**config.mk**
```make
export PLATFORM = sky130hd
export DESIGN_NAME = pmu_system_and_conv1_regs
export DESIGN_NICKNAME = d
export VERILOG_FILES = /design/src/rtl/pmu_regs_pkg.sv /design/src/rtl/pmu_system_and_conv1_regs.sv
export VERILOG_INCLUDE_DIRS = /design/src /design/src/rtl
export SDC_FILE = /design/constraint.sdc
export NUM_CORES = 1
export LEC_CHECK = 0
export ABC_CLOCK_PERIOD_IN_PS = 3000
export BUFFER_PORTS_ARGS = -buffer_cell sky130_fd_sc_hd__buf_4
export CORE_MARGIN = 4
export CORE_UTILIZATION = 50
export CTS_CLUSTER_SIZE = 28
export DETAILED_ROUTE_END_ITERATION = 6
export PLACE_DENSITY_LB_ADDON = 0.25
export REMOVE_ABC_BUFFERS = 1
export SLEW_MARGIN = 10
export SYNTH_ARGS = -nofsm -noshare
export SYNTH_HDL_FRONTEND = slang
export SYNTH_SLANG_ARGS = --single-unit
```
**constraint.sdc**
```tcl
create_clock -name sys_clk_in -period 3 [get_ports sys_clk_in]
set_input_delay 0.6 -clock sys_clk_in [delete_from_list [all_inputs] [get_ports sys_clk_in]]
set_output_delay 0.6 -clock sys_clk_in [all_outputs]
set_load 0.02 [all_outputs]
```
**src/rtl/pmu_regs_defines.svh**
```systemverilog
`ifndef PMU_REGS_DEFINES_SVH
`define PMU_REGS_DEFINES_SVH

// ==========================================================================
// Register offsets.
`define OFS_SUPPLY_MON   8'h00
`define OFS_MASTER       8'h01
`define OFS_C1_PRIMARY   8'h20
`define OFS_C1_SECONDARY 8'h21
`define OFS_C1_CONTROL   8'h22

// ==========================================================================
// Writable bit masks; reserved and read-only positions are zero.
`define WMASK_SUPPLY_MON 8'hEF
`define WMASK_MASTER     8'h2F
`define WMASK_VCODE      8'h3F
`define WMASK_C1_CONTROL 8'hFE

// ==========================================================================
// Field positions.
`define BIT_RST_TIMER    7
`define BIT_DROP_RESP    6
`define BIT_DROP_IRQ_EN  5
`define BIT_BELOW        4
`define BIT_GLOBAL_OFF   5
`define BIT_C1_ON        7
`define BIT_C1_PHASE     6
`define BIT_C1_PWM       5
`define BIT_C1_FLT_EN    1
`define BIT_C1_PGOOD     0

// ==========================================================================
// Reset values.
`define RST_SUPPLY_MON   8'h00
`define RST_MASTER       8'h00
`define RST_C1_PRIMARY   8'h00
`define RST_C1_SECONDARY 8'h00
`define RST_C1_CONTROL   8'h00

// Idle levels of the synchronised pins: scl, sda, button, select, below, good.
`define PIN_IDLE         6'h38

`endif

```
**src/rtl/pmu_regs_pkg.sv**
```systemverilog
// ==========================================================================
// Types shared by the register bank.
package pmu_regs_pkg;

  // States of the two-wire serial slave.
  typedef enum logic [3:0] {
    st_idle,
    st_addr,
    st_addr_ack,
    st_ptr,
    st_ptr_ack,
    st_wdata,
    st_wack,
    st_rdata,
    st_rack
  } serial_state_e;

endpackage : pmu_regs_pkg

```
**src/rtl/pmu_system_and_conv1_regs.sv**
```systemverilog
// Operation
// (RL1) Reset-timer select bit picks reset timeout.
// (RL2) Drop response: interrupt if 1, shutdown if 0.
// (RL3) Supply interrupt enable resets off, 1 enables.
// (RL4) Below flag reads supply under threshold.
// (RL5) Four-bit supply threshold code, read/write.
// (RL6) Global-off command turns all regulators off.
// (RL7) Button press clears the global-off command.
// (RL8) Four spare_store_bits bits, cleared on system shutdown.
// (RL9) Primary voltage code applies while select low.
// (RL10) Secondary voltage code applies while select high.
// (RL11) Control bit 7 enables converter one.
// (RL12) Phase bit selects 180 degree switching.
// (RL13) Mode bit forces fixed-frequency PWM.
// (RL14) Three-bit turn-on delay field.
// (RL15) Fault interrupt enable bit gates faults.
// (RL16) Control bit 0 reads power-good.
// (RL17) Power-loss reset returns all bits to default.
// (RL18) Reserved bits read zero, ignore writes.
`include "pmu_regs_defines.svh"

module pmu_system_and_conv1_regs
  import pmu_regs_pkg::*;
#(
  parameter logic [6:0] dev_addr = 7'h5B  // Arbitrary bus address.
) (
  input  wire logic       sys_clk_in,
  input  wire logic       rst_in,
  input  wire logic       scl_in,
  input  wire logic       sda_in,
  output logic            sda_out,
  output logic            sda_oe_n_out,
  input  wire logic       pushbutton_n_in,
  input  wire logic       voltage_select_pin_in,
  input  wire logic       supply_below_in,
  input  wire logic       power_good_in,
  output logic            reset_timer_sel_out,
  output logic [3:0]      supply_threshold_code_out,
  output logic            supply_irq_out,
  output logic            supply_shutdown_out,
  output logic            regs_all_off_out,
  output logic [5:0]      conv1_voltage_code_out,
  output logic            conv1_enable_out,
  output logic            conv1_phase_out,
  output logic            conv1_pwm_out,
  output logic [2:0]      conv1_delay_out,
  output logic            conv1_fault_irq_enable_out
);

  // ========================================================================
  // Pin synchronisers: three stages, a change counts when two and three agree.
  localparam int            NP         = 6;
  localparam logic [NP-1:0] PIN_IDLE_V = `PIN_IDLE;
  logic [NP-1:0] pin_raw;
  logic [NP-1:0] s1;
  logic [NP-1:0] s2;
  logic [NP-1:0] s3;
  logic [NP-1:0] filt;
  logic [NP-1:0] next_filt;
  assign pin_raw = {scl_in, sda_in, pushbutton_n_in, voltage_select_pin_in,
                    supply_below_in, power_good_in};
  for (genvar i = 0; i < NP; i++) begin : g_sync
    // Filtered level follows only an agreed pair of late stages.
    always_comb begin
      next_filt[i] = (s2[i] == s3[i]) ? s3[i] : filt[i];
    end
    // Stage registers; reset parks every stage at the idle level of its pin.
    always_ff @(posedge sys_clk_in) begin
      if (rst_in) begin
        {s1[i], s2[i], s3[i], filt[i]} <= {4{PIN_IDLE_V[i]}};
      end else begin
        s1[i]   <= pin_raw[i];
        s2[i]   <= s1[i];
        s3[i]   <= s2[i];
        filt[i] <= next_filt[i];
      end
    end
  end
  // Filtered pins by name; the button is active low at its pin.
  wire logic scl_f   = filt[5];
  wire logic sda_f   = filt[4];
  wire logic pb_f    = ~filt[3];
  wire logic voltage_select_pin_f  = filt[2];
  wire logic below_f = filt[1];
  wire logic pgood_f = filt[0];

  // ========================================================================
  // Register storage and read mux.
  logic [7:0] supply_mon;
  logic [7:0] master;
  logic [7:0] v_primary;
  logic [7:0] v_secondary;
  logic [7:0] c1_ctl;
  logic [5:0] vcode;
  logic [7:0] ptr;
  logic       wr_en;
  logic [7:0] wr_data;
  logic [7:0] rd_data;
  // Reserved bits are never stored, so the mux shows them as zero.
  always_comb begin
    case (ptr)
      `OFS_SUPPLY_MON:   rd_data = supply_mon | ({7'h00, below_f} << `BIT_BELOW);  // RL4
      `OFS_MASTER:       rd_data = master;
      `OFS_C1_PRIMARY:   rd_data = v_primary;
      `OFS_C1_SECONDARY: rd_data = v_secondary;
      `OFS_C1_CONTROL:   rd_data = c1_ctl | {7'h00, pgood_f};  // RL16
      default:           rd_data = 8'h00;  // RL18
    endcase
  end

  // ========================================================================
  // Serial slave: address, pointer, then data bytes; the pointer auto-increments.
  serial_state_e state;
  serial_state_e next_state;
  logic [3:0]    cnt;
  logic [3:0]    next_cnt;
  logic [7:0]    shreg;
  logic [7:0]    next_shreg;
  logic [7:0]    tx;
  logic [7:0]    next_tx;
  logic [7:0]    next_ptr;
  logic          rw;
  logic          next_rw;
  logic          sda_low;
  logic          next_sda_low;
  logic          scl_d;
  logic          sda_d;
  logic          scl_rise;
  logic          scl_fall;
  assign scl_rise = scl_f & ~scl_d;
  assign scl_fall = ~scl_f & scl_d;
  assign wr_data  = shreg;
  // Next-state logic of the serial slave.
  always_comb begin
    next_state   = state;
    next_cnt     = cnt;
    next_shreg   = shreg;
    next_tx      = tx;
    next_ptr     = ptr;
    next_rw      = rw;
    next_sda_low = sda_low;
    wr_en        = 1'b0;
    if (scl_f && sda_d && !sda_f) begin
      next_state   = st_addr;
      next_cnt     = 4'h0;
      next_sda_low = 1'b0;
    end else if (scl_f && !sda_d && sda_f) begin
      next_state   = st_idle;
      next_sda_low = 1'b0;
    end else if (scl_rise) begin
      next_shreg = {shreg[6:0], sda_f};
      next_cnt   = cnt + 4'h1;
      if (state == st_rack && sda_f) begin
        next_state = st_idle;  // Master ended the read with a not-acknowledge.
      end
    end else if (scl_fall) begin
      case (state)
        st_addr: begin
          if (cnt == 4'h8) begin
            if (shreg[7:1] == dev_addr) begin
              next_state   = st_addr_ack;
              next_rw      = shreg[0];
              next_sda_low = 1'b1;
            end else begin
              next_state = st_idle;
            end
          end
        end
        st_addr_ack, st_rack: begin
          next_cnt = 4'h0;
          if (rw) begin
            next_state   = st_rdata;
            next_tx      = rd_data;
            next_sda_low = ~rd_data[7];
          end else begin
            next_state   = st_ptr;
            next_sda_low = 1'b0;
          end
        end
        st_ptr: begin
          if (cnt == 4'h8) begin
            next_state   = st_ptr_ack;
            next_ptr     = shreg;
            next_sda_low = 1'b1;
          end
        end
        st_ptr_ack, st_wack: begin
          next_state   = st_wdata;
          next_cnt     = 4'h0;
          next_sda_low = 1'b0;
          next_ptr     = (state == st_wack) ? ptr + 8'h01 : ptr;
        end
        st_wdata: begin
          if (cnt == 4'h8) begin
            next_state   = st_wack;
            next_sda_low = 1'b1;
            wr_en        = 1'b1;
          end
        end
        st_rdata: begin
          if (cnt == 4'h8) begin
            next_state   = st_rack;
            next_sda_low = 1'b0;
            next_ptr     = ptr + 8'h01;
          end else begin
            next_tx      = {tx[6:0], 1'b0};
            next_sda_low = ~tx[6];
          end
        end
        default: begin
          next_state = st_idle;
        end
      endcase
    end
  end
  // Serial slave registers.
  always_ff @(posedge sys_clk_in) begin
    if (rst_in) begin
      state   <= st_idle;
      cnt     <= 4'h0;
      shreg   <= 8'h00;
      tx      <= 8'h00;
      ptr     <= 8'h00;
      rw      <= 1'b0;
      sda_low <= 1'b0;
      scl_d   <= 1'b1;
      sda_d   <= 1'b1;
    end else begin
      state   <= next_state;
      cnt     <= next_cnt;
      shreg   <= next_shreg;
      tx      <= next_tx;
      ptr     <= next_ptr;
      rw      <= next_rw;
      sda_low <= next_sda_low;
      scl_d   <= scl_f;
      sda_d   <= sda_f;
    end
  end
  // Open-drain data line: drives low only, enable low while driving.
  assign sda_out      = 1'b0;
  assign sda_oe_n_out = ~sda_low;

  // ========================================================================
  // Register updates.
  logic [7:0] next_supply_mon;
  logic [7:0] next_master;
  logic [7:0] next_v_primary;
  logic [7:0] next_v_secondary;
  logic [7:0] next_c1_ctl;
  logic [5:0] next_vcode;
  // Writes, hardware clears and the applied voltage code.
  always_comb begin
    next_supply_mon  = supply_mon;
    next_master      = master;
    next_v_primary   = v_primary;
    next_v_secondary = v_secondary;
    next_c1_ctl      = c1_ctl;
    if (wr_en) begin
      case (ptr)
        `OFS_SUPPLY_MON:   next_supply_mon  = wr_data & `WMASK_SUPPLY_MON;  // RL5
        `OFS_MASTER:       next_master      = wr_data & `WMASK_MASTER;  // RL18
        `OFS_C1_PRIMARY:   next_v_primary   = wr_data & `WMASK_VCODE;
        `OFS_C1_SECONDARY: next_v_secondary = wr_data & `WMASK_VCODE;
        `OFS_C1_CONTROL:   next_c1_ctl      = wr_data & `WMASK_C1_CONTROL;
        default:           next_c1_ctl      = c1_ctl;
      endcase
    end
    if (supply_shutdown_out) begin
      next_master[3:0] = 4'h0;  // RL8
    end
    if (pb_f) begin
      next_master[`BIT_GLOBAL_OFF] = 1'b0;  // RL7
    end
    next_vcode = voltage_select_pin_f ? v_secondary[5:0] : v_primary[5:0];  // RL9
  end
  // Register bank flops; the reset stands for loss of input power.
  always_ff @(posedge sys_clk_in) begin
    if (rst_in) begin
      supply_mon  <= `RST_SUPPLY_MON;  // RL17
      master      <= `RST_MASTER;
      v_primary   <= `RST_C1_PRIMARY;
      v_secondary <= `RST_C1_SECONDARY;
      c1_ctl      <= `RST_C1_CONTROL;
      vcode       <= 6'h00;
    end else begin
      supply_mon  <= next_supply_mon;
      master      <= next_master;
      v_primary   <= next_v_primary;
      v_secondary <= next_v_secondary;
      c1_ctl      <= next_c1_ctl;
      vcode       <= next_vcode;  // RL10
    end
  end

  // ========================================================================
  // Control outputs.
  assign reset_timer_sel_out       = supply_mon[`BIT_RST_TIMER];  // RL1
  assign supply_threshold_code_out = supply_mon[3:0];  // RL5
  assign supply_irq_out            = below_f & supply_mon[`BIT_DROP_RESP]
                                     & supply_mon[`BIT_DROP_IRQ_EN];  // RL3
  assign supply_shutdown_out       = below_f & ~supply_mon[`BIT_DROP_RESP];  // RL2
  assign regs_all_off_out          = master[`BIT_GLOBAL_OFF];  // RL6
  assign conv1_voltage_code_out    = vcode;
  assign conv1_enable_out          = c1_ctl[`BIT_C1_ON] & ~regs_all_off_out
                                     & ~supply_shutdown_out;  // RL11
  assign conv1_phase_out           = c1_ctl[`BIT_C1_PHASE];  // RL12
  assign conv1_pwm_out             = c1_ctl[`BIT_C1_PWM];  // RL13
  assign conv1_delay_out           = c1_ctl[4:2];  // RL14
  assign conv1_fault_irq_enable_out = c1_ctl[`BIT_C1_FLT_EN];  // RL15
endmodule : pmu_system_and_conv1_regs

```
# Word-level counts from Yosys, hierarchy flattened
# Cells that the tools add are included.
[totals]
ff_bits = 96
wordCells = 173
in_bits = 8
[op_classes]
mux = 36
eq_ne = 38
reduce_logical = 35
addsub = 2
bitwise = 21
[op_table]
columns = ["operator", "count"]
rows = [
  ["$mux 4", 10],
  ["$pmux 8 s5", 1],
  ["$eq 8x6->1 const B", 3],
  ["$mux 8", 3],
  ["$pmux 4 s6", 1],
  ["$pmux 8 s3", 1],
  ["$ne 5x5->1 const B", 4],
  ["$reduce_and 6->1", 3],
  ["$eq 4x3->1 const B", 4],
  ["$mux 7", 2],
  ["$ne 2x2->1 const B", 7],
  ["$pmux 7 s2", 1],
  ["$reduce_and 7->1", 2],
  ["$mux 1", 13],
  ["$ne 3x3->1 const B", 4],
  ["$not 1->1", 12],
  ["$reduce_or 2->1", 6],
  ["$reduce_and 2->1", 5],
  ["$add 8x1->8 const B", 1],
  ["$eq 4x2->1 const B", 2],
  ["$eq 4x4->1 const B", 2],
  ["$eq 8x1->1 const B", 1],
  ["$logic_not 8->1", 1],
  ["$or 8x1->8", 1],
  ["22 further kinds", 42],
]

# Logic depth before layout (Yosys ltp)
# Gate-level depths: netlist (run 1).
[logic_depth]
depth_word = 8
ltp_mapped = 9

# Worst setup path before layout (run 1)
# No wires, ideal clock.
[synth_path]
kind = "flip-flop to flip-flop"
startpoint = "reg scl_d"
endpoint = "reg master[5]"
arrival_ns = 2.129
n_path_buf = 1
required_time_ns = 2.920
path_slack_ns = 0.791
stages_incl_launch_ff = 9
path_cell_list = "dfxtp_1 -> inv_1 -> ha_1 -> clkbuf_1 -> nand2b_1 -> a211oi_1 -> nand4b_1 -> mux2i_1 -> nor3b_1"
[synth_via]
elab_chain_cells = 6
[synth_lines]
columns = ["element", "line", "source"]
rows = [
  ["start: declaration", "pmu_system_and_conv1_regs.sv:126", "logic scl_d;"],
  ["start signal: assignment", "pmu_system_and_conv1_regs.sv:236", "scl_d <= scl_f;"],
  ["$and 1x1->1 / $not 1->1 (equally long branches)", "pmu_system_and_conv1_regs.sv:131, pmu_system_and_conv1_regs.sv:130", ""],
  ["$mux 1 / $and 1x1->1 (equally long branches)", "pmu_system_and_conv1_regs.sv:156, pmu_system_and_conv1_regs.sv:130", ""],
  ["$mux 1 (*)", "pmu_system_and_conv1_regs.sv:150", "end else if (scl_rise) begin"],
  ["$mux 1 (*)", "pmu_system_and_conv1_regs.sv:147", "end else if (scl_f && !sda_d && sda_f) begin"],
  ["$mux 1 (*)", "pmu_system_and_conv1_regs.sv:143", "if (scl_f && sda_d && !sda_f) begin"],
  ["$reduce_and 2->1 (no line) (*)", "n/a", ""],
  ["end signal: assignment", "pmu_system_and_conv1_regs.sv:281", "master <= `RST_MASTER;"],
  ["end signal: assignment", "pmu_system_and_conv1_regs.sv:288", "master <= next_master;"],
  ["end: declaration", "pmu_system_and_conv1_regs.sv:90", "logic [7:0] master;"],
]
# Mark *: on every way between the ends. The rest lies on a longest branch, timed or not.
# A chain may end at the register's enable or synchronous reset.

# Worst setup path in the final report (run 1)
[layout_path]
startpoint = "reg filt[4], in the netlist sda_f"
endpoint = "reg ptr[0]"
[layout_via]
elab_chain_cells = 4
[layout_lines]
columns = ["element", "line", "source"]
rows = [
  ["start: declaration", "pmu_system_and_conv1_regs.sv:58", "logic [NP-1:0] filt;"],
  ["start signal: indexed assignment", "pmu_system_and_conv1_regs.sv:70", "{s1[i], s2[i], s3[i], filt[i]} <= {4{PIN_IDLE_V[i]}};"],
  ["start signal: indexed assignment", "pmu_system_and_conv1_regs.sv:75", "filt[i] <= next_filt[i];"],
  ["$logic_not 1->1", "pmu_system_and_conv1_regs.sv:143", ""],
  ["$logic_and 1x1->1", "pmu_system_and_conv1_regs.sv:143", ""],
  ["$not 1->1 (no line)", "n/a", ""],
  ["$reduce_and 8->1 (no line) (*)", "n/a", ""],
  ["end signal: assignment", "pmu_system_and_conv1_regs.sv:233", "ptr <= next_ptr;"],
  ["end: declaration", "pmu_system_and_conv1_regs.sv:95", "logic [7:0] ptr;"],
]
# Marked as above.

==> results of run 1 <==
## flip-flops by register name, summed over array words and instances (netlist names), 6 cells and up
| register | count |
|---|---|
| tx | 7 |
| s3 | 6 |
| s1 | 6 |
| ptr | 8 |
| s2 | 6 |
| conv1_voltage_code_out | 6 |
| v_secondary | 6 |
| v_primary | 6 |
| supply_mon | 7 |
| shreg | 8 |
| c1_ctl | 7 |
## cell usage in the layout, fill, tap and decap left out, types with 2 or more instances in the layout
| master | n |
|---|---|
| a211oi_1 | 10 |
| a21boi_0 | 2 |
| a21o_1 | 7 |
| a21oi_1 | 33 |
| a221oi_1 | 4 |
| a222oi_1 | 6 |
| a22oi_1 | 7 |
| a31oi_1 | 4 |
| and3_1 | 3 |
| and3b_1 | 4 |
| buf_4 | 33 |
| clkbuf_8 | 9 |
| dfxtp_1 | 96 |
| ha_1 | 9 |
| inv_1 | 11 |
| inv_6 | 4 |
| mux2i_1 | 40 |
| nand2_1 | 36 |
| nand2b_1 | 9 |
| nand3_1 | 16 |
| nand3b_1 | 6 |
| nand4_1 | 3 |
| nand4_2 | 3 |
| nand4b_1 | 4 |
| nor2_1 | 60 |
| nor2b_1 | 13 |
| nor3_1 | 7 |
| nor3b_1 | 2 |
| o21ai_0 | 19 |
| o21bai_1 | 4 |
| or2_2 | 13 |
| or3_1 | 5 |
| or4_1 | 3 |
## stage by stage
stage	power (mW)	hold slack, ps	cells
after CTS	2.159	402.8	615
after global placement	1.361	392.3	599
after detailed placement	1.362	402.8	599
after global routing	2.217	409.2	615
after floorplan	1.333	389.5	458
final	2.146	412.3	615
## cell families (layout without fill, tap and decap cells)
family                   Yosys count  after routing
adder cells (fa/ha/maj)            9              9
XOR/XNOR                           2              2
AND/OR/NAND/NOR                  192            192
multiplexers                      41             41
flip-flops                        96             96
AO/OA/AOI/OAI                    106            106
buffers and inverters             54             60
other                              1              1
## power groups by stage
stage	combinational, mW	sequential [mW]	clock, mW
6_report	0.0430	1.29	0.814
5_1_grt	0.0486	1.29	0.878
4_1_cts	0.0437	1.29	0.827
3_5_place_dp	0.0437	1.32	0
3_3_place_gp	0.0430	1.32	0
2_1_floorplan	0.0165	1.32	0
## final timing paths
check,slack (ps),startpoint,cells after the start,endpoint
max,620,sda_f$_SDFFE_PP1N_,5,ptr[0]$_SDFFE_PP0P_
min,410,sda_in,2,s1[4]$_SDFF_PP1_
max reg2reg,620,sda_f$_SDFFE_PP1N_,5,ptr[0]$_SDFFE_PP0P_
min reg2reg,420,s1[4]$_SDFF_PP1_,1,s2[4]$_SDFF_PP1_
## cell type report
cell class | count | area (um^2) | share of cell area [%]
clock inverters | 6 | 55.05 | 1.152
well taps | 108 | 135.1 | 2.827
repair buffers | 33 | 247.7 | 5.183
multi-input cells | 351 | 2251 | 47.09
flip-flops and latches | 96 | 1922 | 40.21
inverters | 11 | 41.29 | 0.8639
clock buffers | 10 | 127.6 | 2.670
## per-layer routing
metal	part of all wire, %	vias to the layer above	routed length, um
met4	2.7	0	270
li1	-	1757	-
met5	0	-	0
met3	4.7	24	462
met1	45	1673	4417
met2	48	101	4694
==> qor.yml, run 1 <==
status:
  outcome: "complete, no violations"
timing:
  worst_pin_slew_ps: 888.8
  fin_skew_ps: 15.12
  hold_violations: 0
  relSlewSlack_pct: 40.67
  drv_slew: 0
  setup_viol: 0
  setup_tns_ps: 0
  rsz0062_at_grt: "false"
  finalCritPeriodShare_pct: 79.42
  fin_ws_ps: 617.5
  max_clock_freq_mhz: 419.7
  period_minus_slack_ps: 2382
worst_setup_path:
  cp_max_fo: 17
  critPathKind: "reg2reg"
  slowest_stage: "or4_1"
  path_cells: "xor2_1 -> and2_1 -> or4_1 -> or3_1 -> a31oi_1"
  crit_required_ps: 3280
  cp_top_family: "simple AND/OR/NAND/NOR gates"
  critPathLaunchType: "register"
  cpPeakStageDelay_ps: 800
  endpoint_kind: "register"
  cp_data_arrival_time_ps: 2670
  crit_buf_inv: 0
grt:
  grt_pass1_wl_um: 16340
  grt_max_degree: 68
  grt_pass1_vias: 3388
  antenna_found_initial: 0
  grt_remaining_overflow: 0
  grtUsageMet3_pct: 2.594
  top_usage_layer: "met2"
  grtUsageTotal_pct: 19.82
  met2_usage_pct: 32.78
  grt_util_met1_pct: 25.71
worst_hold_path:
  min_path_type: "in2reg"
yosys:
  synthAdderAreaFrac_pct: 2.548
  synth_top_family_by_area: "simple AND/OR/NAND/NOR gates"
  synth-main-ff-cell: "dfxtp_1"
  synth_compound_area_share_pct: 15.80
  synth_area_um2: 4419
  synthArstFlopShare_pct: 0
  synth_xor_area_share_pct: 0.3964
  ys_warn_count: 0
  ys_seq_elements: 96
  seq_area_frac_synth_pct: 43.49
  yosys.area_share.simple_pct: 22.79
  synth_area_leaders: "dfxtp_1, mux2i_1, nor2_1, a21oi_1, nand2_1"
  yosysUniqueCellTypes: 54
  muxShareOfSynthArea_pct: 9.315
  synth_edf_count: 0
  syn_inst: 501
  ys_top_cells_by_count: "dfxtp_1, nor2_1, mux2i_1"
  synth_top_area_cell: "dfxtp_1"
  yosysMostFrequentCell: "dfxtp_1"
  synth_top_area_share_pct: 43.49
  postSynthAreaPerCell_um2: 8.821
cts:
  cts_sinks: 96
  cts_tree: "yes"
  numCtsBuffers: 9
  cts_htree_levels: 3
  clk_latency_ps: 370
  ctsResizeCount: 0
  post_cts_buffers: 0
  clk_pin_slew_ps: 100
  cts-root-buf: "clkbuf_8"
  ctsHoldBuffers: 0
  clk_path_buf_depth: 2
power:
  sequentialPowerShare_pct: 60.0
  p_sw_mw: 0.5239
  p_comb_share_pct: 2.0
  vdd_drop_max_uv: 263.3
  clkPwrFrac_pct: 37.9
  p_sw_share_pct: 24.41
  intPower_mw: 1.622
  total_leakage_power_nw: 1.927
  p_per_area_nw_per_um2: 449.0
cells_and_area:
  utilization_pct: 55.07
  fillers: 824
  stdcell_area_um2: 4780
  synthToLayoutAreaGrowth_pct: 8.154
  antenna_cells: 0
  drive_gt1_share_pct: 13.21
  nNetsFinal: 519
floorplan:
  coreArea_um2: 8678
  initial_core_util_pct: 50.92
  die-area_um2: 10410
  ioPinCount: 31
  die_w_um: 102.0
  rows: 34
  die_h_um: 102.0
detailed_routing:
  drc: 0
  final_antenna_net_count: 0
  wire_per_inst_um: 16.01
  dr.pass1.iters: 6
  drt_iter0_drc: 149
  vias: 3555
  routed_wl_um: 9845
  via_per_inst: 5.780
placement:
  dp_slack_ps: 640.7
  gp_congestion: 0.8886
  dp_hpwl_um: 6725
  place_area_um2: 4597
  numPortBuffers: 29
job:
  drv_cap: 0
Power figures use the tool's default switching activity.
==> inputs of run 2 (changes only) <==
--- a/config.mk
+++ b/config.mk
@@ -6,7 +6,7 @@
 export SDC_FILE = /design/constraint.sdc
 export NUM_CORES = 1
 export LEC_CHECK = 0
-export ABC_CLOCK_PERIOD_IN_PS = 3000
+export ABC_CLOCK_PERIOD_IN_PS = 2250
 export BUFFER_PORTS_ARGS = -buffer_cell sky130_fd_sc_hd__buf_4
 export CORE_MARGIN = 4
 export CORE_UTILIZATION = 50
==> constraint.sdc (replaced) <==
create_clock -name sys_clk_in -period 2.25 [get_ports sys_clk_in]
set_input_delay 0.45 -clock sys_clk_in [delete_from_list [all_inputs] [get_ports sys_clk_in]]
set_output_delay 0.45 -clock sys_clk_in [all_outputs]
set_load 0.02 [all_outputs]
==> run 2 against run 1 <==
- global-route usage rose by 0.19 points
- cell count is 4.4% higher
- fmax increased by 15%
- sequential cell count stayed put
- total power up 39%
- utilization up 2.7 points
- clock power is 47% higher
- worst hold slack lost 140 ps
- count of clock-buffer cells in the layout fell by 1
- first-iteration DRC count increased by 36%
- sequential share of layout area decreased by 1.9 points
- highest routed layer unchanged
==> qor.yml, run 2 (same netlist as run 1, synthesis figures left out) <==
floorplan:
  ioPinCount: 31  # unchanged
  coreArea_um2: 8678  # unchanged
  initial_core_util_pct: 50.92  # unchanged
  die-area_um2: 10410  # unchanged
  die_w_um: 102.0  # unchanged
  die_h_um: 102.0  # unchanged
  rows: 34  # unchanged
cells_and_area:
  biggestRegsByFlops: "ptr: 8 flops, shreg: 8 flops"
  synthToLayoutAreaGrowth_pct: 13.51
  layout.cells.most_common_list: "dfxtp_1, nor2_1, buf_4"
  antenna_cells: 0  # unchanged
  drive_gt1_share_pct: 17.98  # +4.8 points
  register_area_um2: 1922  # unchanged
  multi_input_area_um2: 2255  # +0.17%
  final_common_cell: "dfxtp_1"
  nNetsFinal: 546  # +5.2%
  fillers: 764  # -7.3%
grt:
  grt_max_degree: 57  # -16%
  grt_pass1_vias: 3342  # -1.4%
  grt_pass1_wl_um: 16530  # +1.2%
  antenna_found_initial: 0  # unchanged
  grtUsageTotal_pct: 20.01  # +0.19 points
  grt_remaining_overflow: 0  # unchanged
cts:
  clk_latency_ps: 360  # about the same
  cts_htree_levels: 3  # unchanged
  cts-root-buf: "clkbuf_8"
  numCtsBuffers: 9  # unchanged
  clk_path_buf_depth: 2  # unchanged
  cts_tree: "yes"
  ctsHoldBuffers: 0  # unchanged
  clk_pin_slew_ps: 110  # about the same
  cts_sinks: 96  # unchanged
worst_setup_path:
  endpoint_kind: "register"
  critPathKind: "reg2reg"
  ff2ff_path_depth: 6  # +1
  cp_data_arrival_time_ps: 2320  # -350 ps
  crit_required_ps: 2500  # -780 ps
  cp_max_fo: 6  # -11
  critPathLaunchType: "register"
detailed_routing:
  final_antenna_net_count: 0  # unchanged
  wire_per_inst_um: 15.50  # -3.2%
  vias: 3635  # +2.3%
  via_per_inst: 5.662  # -2.0%
  routed_wl_um: 9952  # +1.1%
  dr.pass1.iters: 5  # -1
  drt_iter0_drc: 203  # +36%
  drc: 0  # unchanged
placement:
  gp_congestion: 0.8838  # -0.54%
  dp_hpwl_um: 6902  # +2.6%
  numPortBuffers: 29  # unchanged
timing:
  setup_viol: 0  # unchanged
  finalCritPeriodShare_pct: 92.15  # +13 points
  relSlewSlack_pct: 57.98  # +17 points
  rsz0062_at_grt: "false"
  setup_tns_ps: 0  # unchanged
  drv_slew: 0  # unchanged
  hold_violations: 0  # unchanged
  max_clock_freq_mhz: 482.3  # +15%
  worst_pin_slew_ps: 625.5  # -263.2 ps
  fin_skew_ps: 13.69  # -1.428 ps
  period_minus_slack_ps: 2073  # -309.1 ps
power:
  total_power_mw: 2.977  # +39%
  total_leakage_power_nw: 2.070  # +7.4%
  p_per_area_nw_per_um2: 593.6  # +32%
  vdd_drop_max_uv: 329.9  # +25%
status:
  outcome: "complete, no violations"
job:
  drv_cap: 0  # unchanged
worst_hold_path:
  min_path_type: "in2reg"
  hold_depth: 2  # unchanged
==> run 2: final cells by class <==
class / instances / share of cell area (%)
inverter: 11 / 0.8231
clock inverter: 7 / 1.771
clock buffer: 9 / 2.469
tap: 108 / 2.694
multi-input combinational: 351 / 44.95
sequential: 96 / 38.31
timing repair buffer: 60 / 8.980
==> run 2: power breakdown <==
part / switching (mW) / internal [mW]
clock: 0.659 / 0.541
sequential: 0.00512 / 1.71
combinational: 0.0361 / 0.0245
==> run 2: stage by stage <==
stage / util [%] / hold slack [ps] / worst slack (ps) / area (um^2) / instances
5_1_grt: 57.80 / 250.1 / 51.72 / 5016 / 642
3_3_place_gp: 55.22 / 395.2 / 170.0 / 4792 / 625
3_5_place_dp: 55.22 / 398.5 / 82.03 / 4792 / 625
4_1_cts: 57.67 / 260.5 / 78.81 / 5005 / 641
2_1_floorplan: - / 389.5 / -100.3 / 4214 / 458
6_report: 57.80 / 269.7 / 176.7 / 5016 / 642
==> run 2: worst paths after layout <==
path	startpoint	end	slack, ps
min reg2reg	s1[5]$_SDFF_PP1_	s2[5]$_SDFF_PP1_	420
max	ptr[2]$_SDFFE_PP0P_	v_secondary[4]$_SDFFE_PP0P_	180
min	pushbutton_n_in	s1[3]$_SDFF_PP1_	270
max reg2reg	ptr[2]$_SDFFE_PP0P_	v_secondary[4]$_SDFFE_PP0P_	180
==> run 2: per-layer routing <==
layer	wire length, um	GRT usage, %
met1	4599	27.41
met2	4662	31.53
met3	497	3.618
met4	192	7.568
met5	0	0
==> run 2: worst max-delay path, stage by stage, from the launching register on <==
cell and delay, ps:
dfxtp_1 350, or4_4 590, nor4_4 220, buf_4 180, nand4_2 290, mux2i_1 280
nor2_1 60
==> run 2: timing repair <==
item / in CTS / in global routing
gates resized for setup: 0 / 1
buffers inserted: 0 / 1
endpoints found under the setup margin: 0 / 18
==> inputs of run 3 (changes only) <==
--- a/config.mk
+++ b/config.mk
@@ -7,11 +7,11 @@
 export NUM_CORES = 1
 export LEC_CHECK = 0
 export ABC_CLOCK_PERIOD_IN_PS = 2250
-export BUFFER_PORTS_ARGS = -buffer_cell sky130_fd_sc_hd__buf_4
 export CORE_MARGIN = 4
 export CORE_UTILIZATION = 50
 export CTS_CLUSTER_SIZE = 28
 export DETAILED_ROUTE_END_ITERATION = 6
+export DONT_BUFFER_PORTS = 1
 export PLACE_DENSITY_LB_ADDON = 0.25
 export REMOVE_ABC_BUFFERS = 1
 export SLEW_MARGIN = 10
==> run 3 against run 2 <==
- non-clock buffer count down 32
- setup slack got worse by 37 ps
- sequential power hardly changed
- critical endpoint is now c1_ctl[3]$_SDFFE_PP0P_
==> qor.yml, run 3 (same netlist as run 1, synthesis figures left out) <==
job:
  drv_cap: 0  # unchanged
cts:
  clk_latency_ps: 360  # about the same
  numCtsBuffers: 9  # unchanged
  cts_sinks: 96  # unchanged
  cts_htree_levels: 3  # unchanged
  ctsHoldBuffers: 0  # unchanged
  cts_tree: "yes"
  clk_pin_slew_ps: 100  # about the same
  cts-root-buf: "clkbuf_8"
  clk_path_buf_depth: 2  # unchanged
timing:
  worst_pin_slew_ps: 605.5  # -20.04 ps
  hold_violations: 0  # unchanged
  period_minus_slack_ps: 2110  # +36.63 ps
  drv_slew: 0  # unchanged
  max_clock_freq_mhz: 473.9  # -1.7%
  setup_tns_ps: 0  # unchanged
  fin_ws_ps: 140.0  # -36.63 ps
  finalCritPeriodShare_pct: 93.78  # +1.6 points
  relSlewSlack_pct: 59.63  # +1.7 points
  fin_skew_ps: 8.547  # -5.143 ps
  rsz0062_at_grt: "false"
  setup_viol: 0  # unchanged
floorplan:
  die_h_um: 102.0  # unchanged
  die_w_um: 102.0  # unchanged
  coreArea_um2: 8678  # unchanged
  initial_core_util_pct: 50.92  # unchanged
  ioPinCount: 31  # unchanged
  die-area_um2: 10410  # unchanged
  rows: 34  # unchanged
cells_and_area:
  antenna_cells: 0  # unchanged
  final_common_cell: "dfxtp_1"
  layout.cells.most_common_list: "dfxtp_1, nor2_1, mux2i_1"
  final_cells: 610  # -5.0%
  nNetsFinal: 514  # -5.9%
  synthToLayoutAreaGrowth_pct: 7.673
  utilization_pct: 54.83  # -3.0 points
  biggestRegsByFlops: "ptr: 8 flops, shreg: 8 flops"
  drive_gt1_share_pct: 12.35  # -5.6 points
worst_setup_path:
  endpoint_kind: "register"
  critPathLaunchType: "register"
  crit_required_ps: 2510  # about the same
  slowest_stage: "or4_4"
  path_cells: "or4_4 -> nor4_4 -> buf_4 -> nand4_2 -> mux2i_1 -> nor2_1"
  cp_data_arrival_time_ps: 2370  # +50 ps
  cpPeakStageDelay_ps: 590  # about the same
  r2r_setup_slack_ps: 140  # -40 ps
  critPathKind: "reg2reg"
  cp_top_family: "simple AND/OR/NAND/NOR gates"
  cp_max_fo: 7  # +1
  crit_buf_inv: 1  # unchanged
placement:
  dp.cells: 593  # -5.1%
  gp_congestion: 0.8781  # -0.64%
  numPortBuffers: 0  # -100%
  dp_hpwl_um: 6810  # -1.3%
  dp_slack_ps: 127.5  # +45.49 ps
detailed_routing:
  via_per_inst: 5.864  # +3.6%
  vias: 3577  # -1.6%
  drc: 0  # unchanged
  dr.pass1.iters: 6  # +1
  drt_iter0_drc: 198  # -2.5%
  wire_per_inst_um: 16.19  # +4.4%
  final_antenna_net_count: 0  # unchanged
  routed_wl_um: 9874  # -0.78%
grt:
  grt_remaining_overflow: 0  # unchanged
  grtUsageTotal_pct: 19.80  # -0.21 points
  grt_pass1_vias: 3371  # +0.87%
  grt_pass1_wl_um: 16300  # -1.4%
  antenna_found_initial: 0  # unchanged
  grt_max_degree: 89  # +56%
worst_hold_path:
  min_path_type: "in2reg"
power:
  p_per_area_nw_per_um2: 607.9  # +2.4%
  total_leakage_power_nw: 1.895  # -8.5%
  vdd_drop_max_uv: 341.2  # +3.4%
status:
  outcome: "complete, no violations"
==> run 3: worst paths after layout <==
kind	start	endpoint	depth (start not counted)
setup / recovery	ptr[2]$_SDFFE_PP0P_	c1_ctl[3]$_SDFFE_PP0P_	6
hold reg to reg	s1[5]$_SDFF_PP1_	s2[5]$_SDFF_PP1_	1
setup reg to reg	ptr[2]$_SDFFE_PP0P_	c1_ctl[3]$_SDFFE_PP0P_	6
hold / removal	rst_in	s1[1]$_SDFF_PP0_	1
==> run 3: routing by layer <==
| layer | GRT usage [%] | vias up | share of wire, % |
|---|---|---|---|
| li1 | - | 1751 | - |
| met1 | 24.73 | 1695 | 44 |
| met2 | 32.88 | 109 | 48 |
| met3 | 4.642 | 22 | 5.7 |
| met4 | 8.174 | 0 | 2.6 |
| met5 | 0 | - | 0 |
==> run 3: stage by stage <==
| step | power, mW | hold WS [ps] | instance area, um^2 |
|---|---|---|---|
| floorplan | 1.778 | 389.5 | 4214 |
| global placement | 1.783 | 392.4 | 4552 |
| detailed placement | 1.783 | 394.2 | 4552 |
| CTS | 2.921 | 150.4 | 4747 |
| global route | 3.004 | 142.7 | 4758 |
| finish | 2.892 | 170.5 | 4758 |
==> run 3: final cells by class <==
class / instances / area [um^2]
clock buffer: 11 / 131.4
clock inverter: 5 / 63.81
fill: 799 / 3920
inverter: 11 / 41.29
multi-input combinational: 351 / 2255
sequential: 96 / 1922
tap: 108 / 135.1
timing repair buffer: 28 / 210.2
==> run 3: timing repair <==
action                                  in CTS  in global routing
setup buffers                                0                  1
resized for setup                            0                  1
endpoints found under the setup margin       0                  7
==> run 3: power by group <==
group          switching, mW  internal (mW)
combinational         0.0126         0.0143
sequential           0.00520           1.71
clock                  0.621          0.528
total                  0.639           2.25
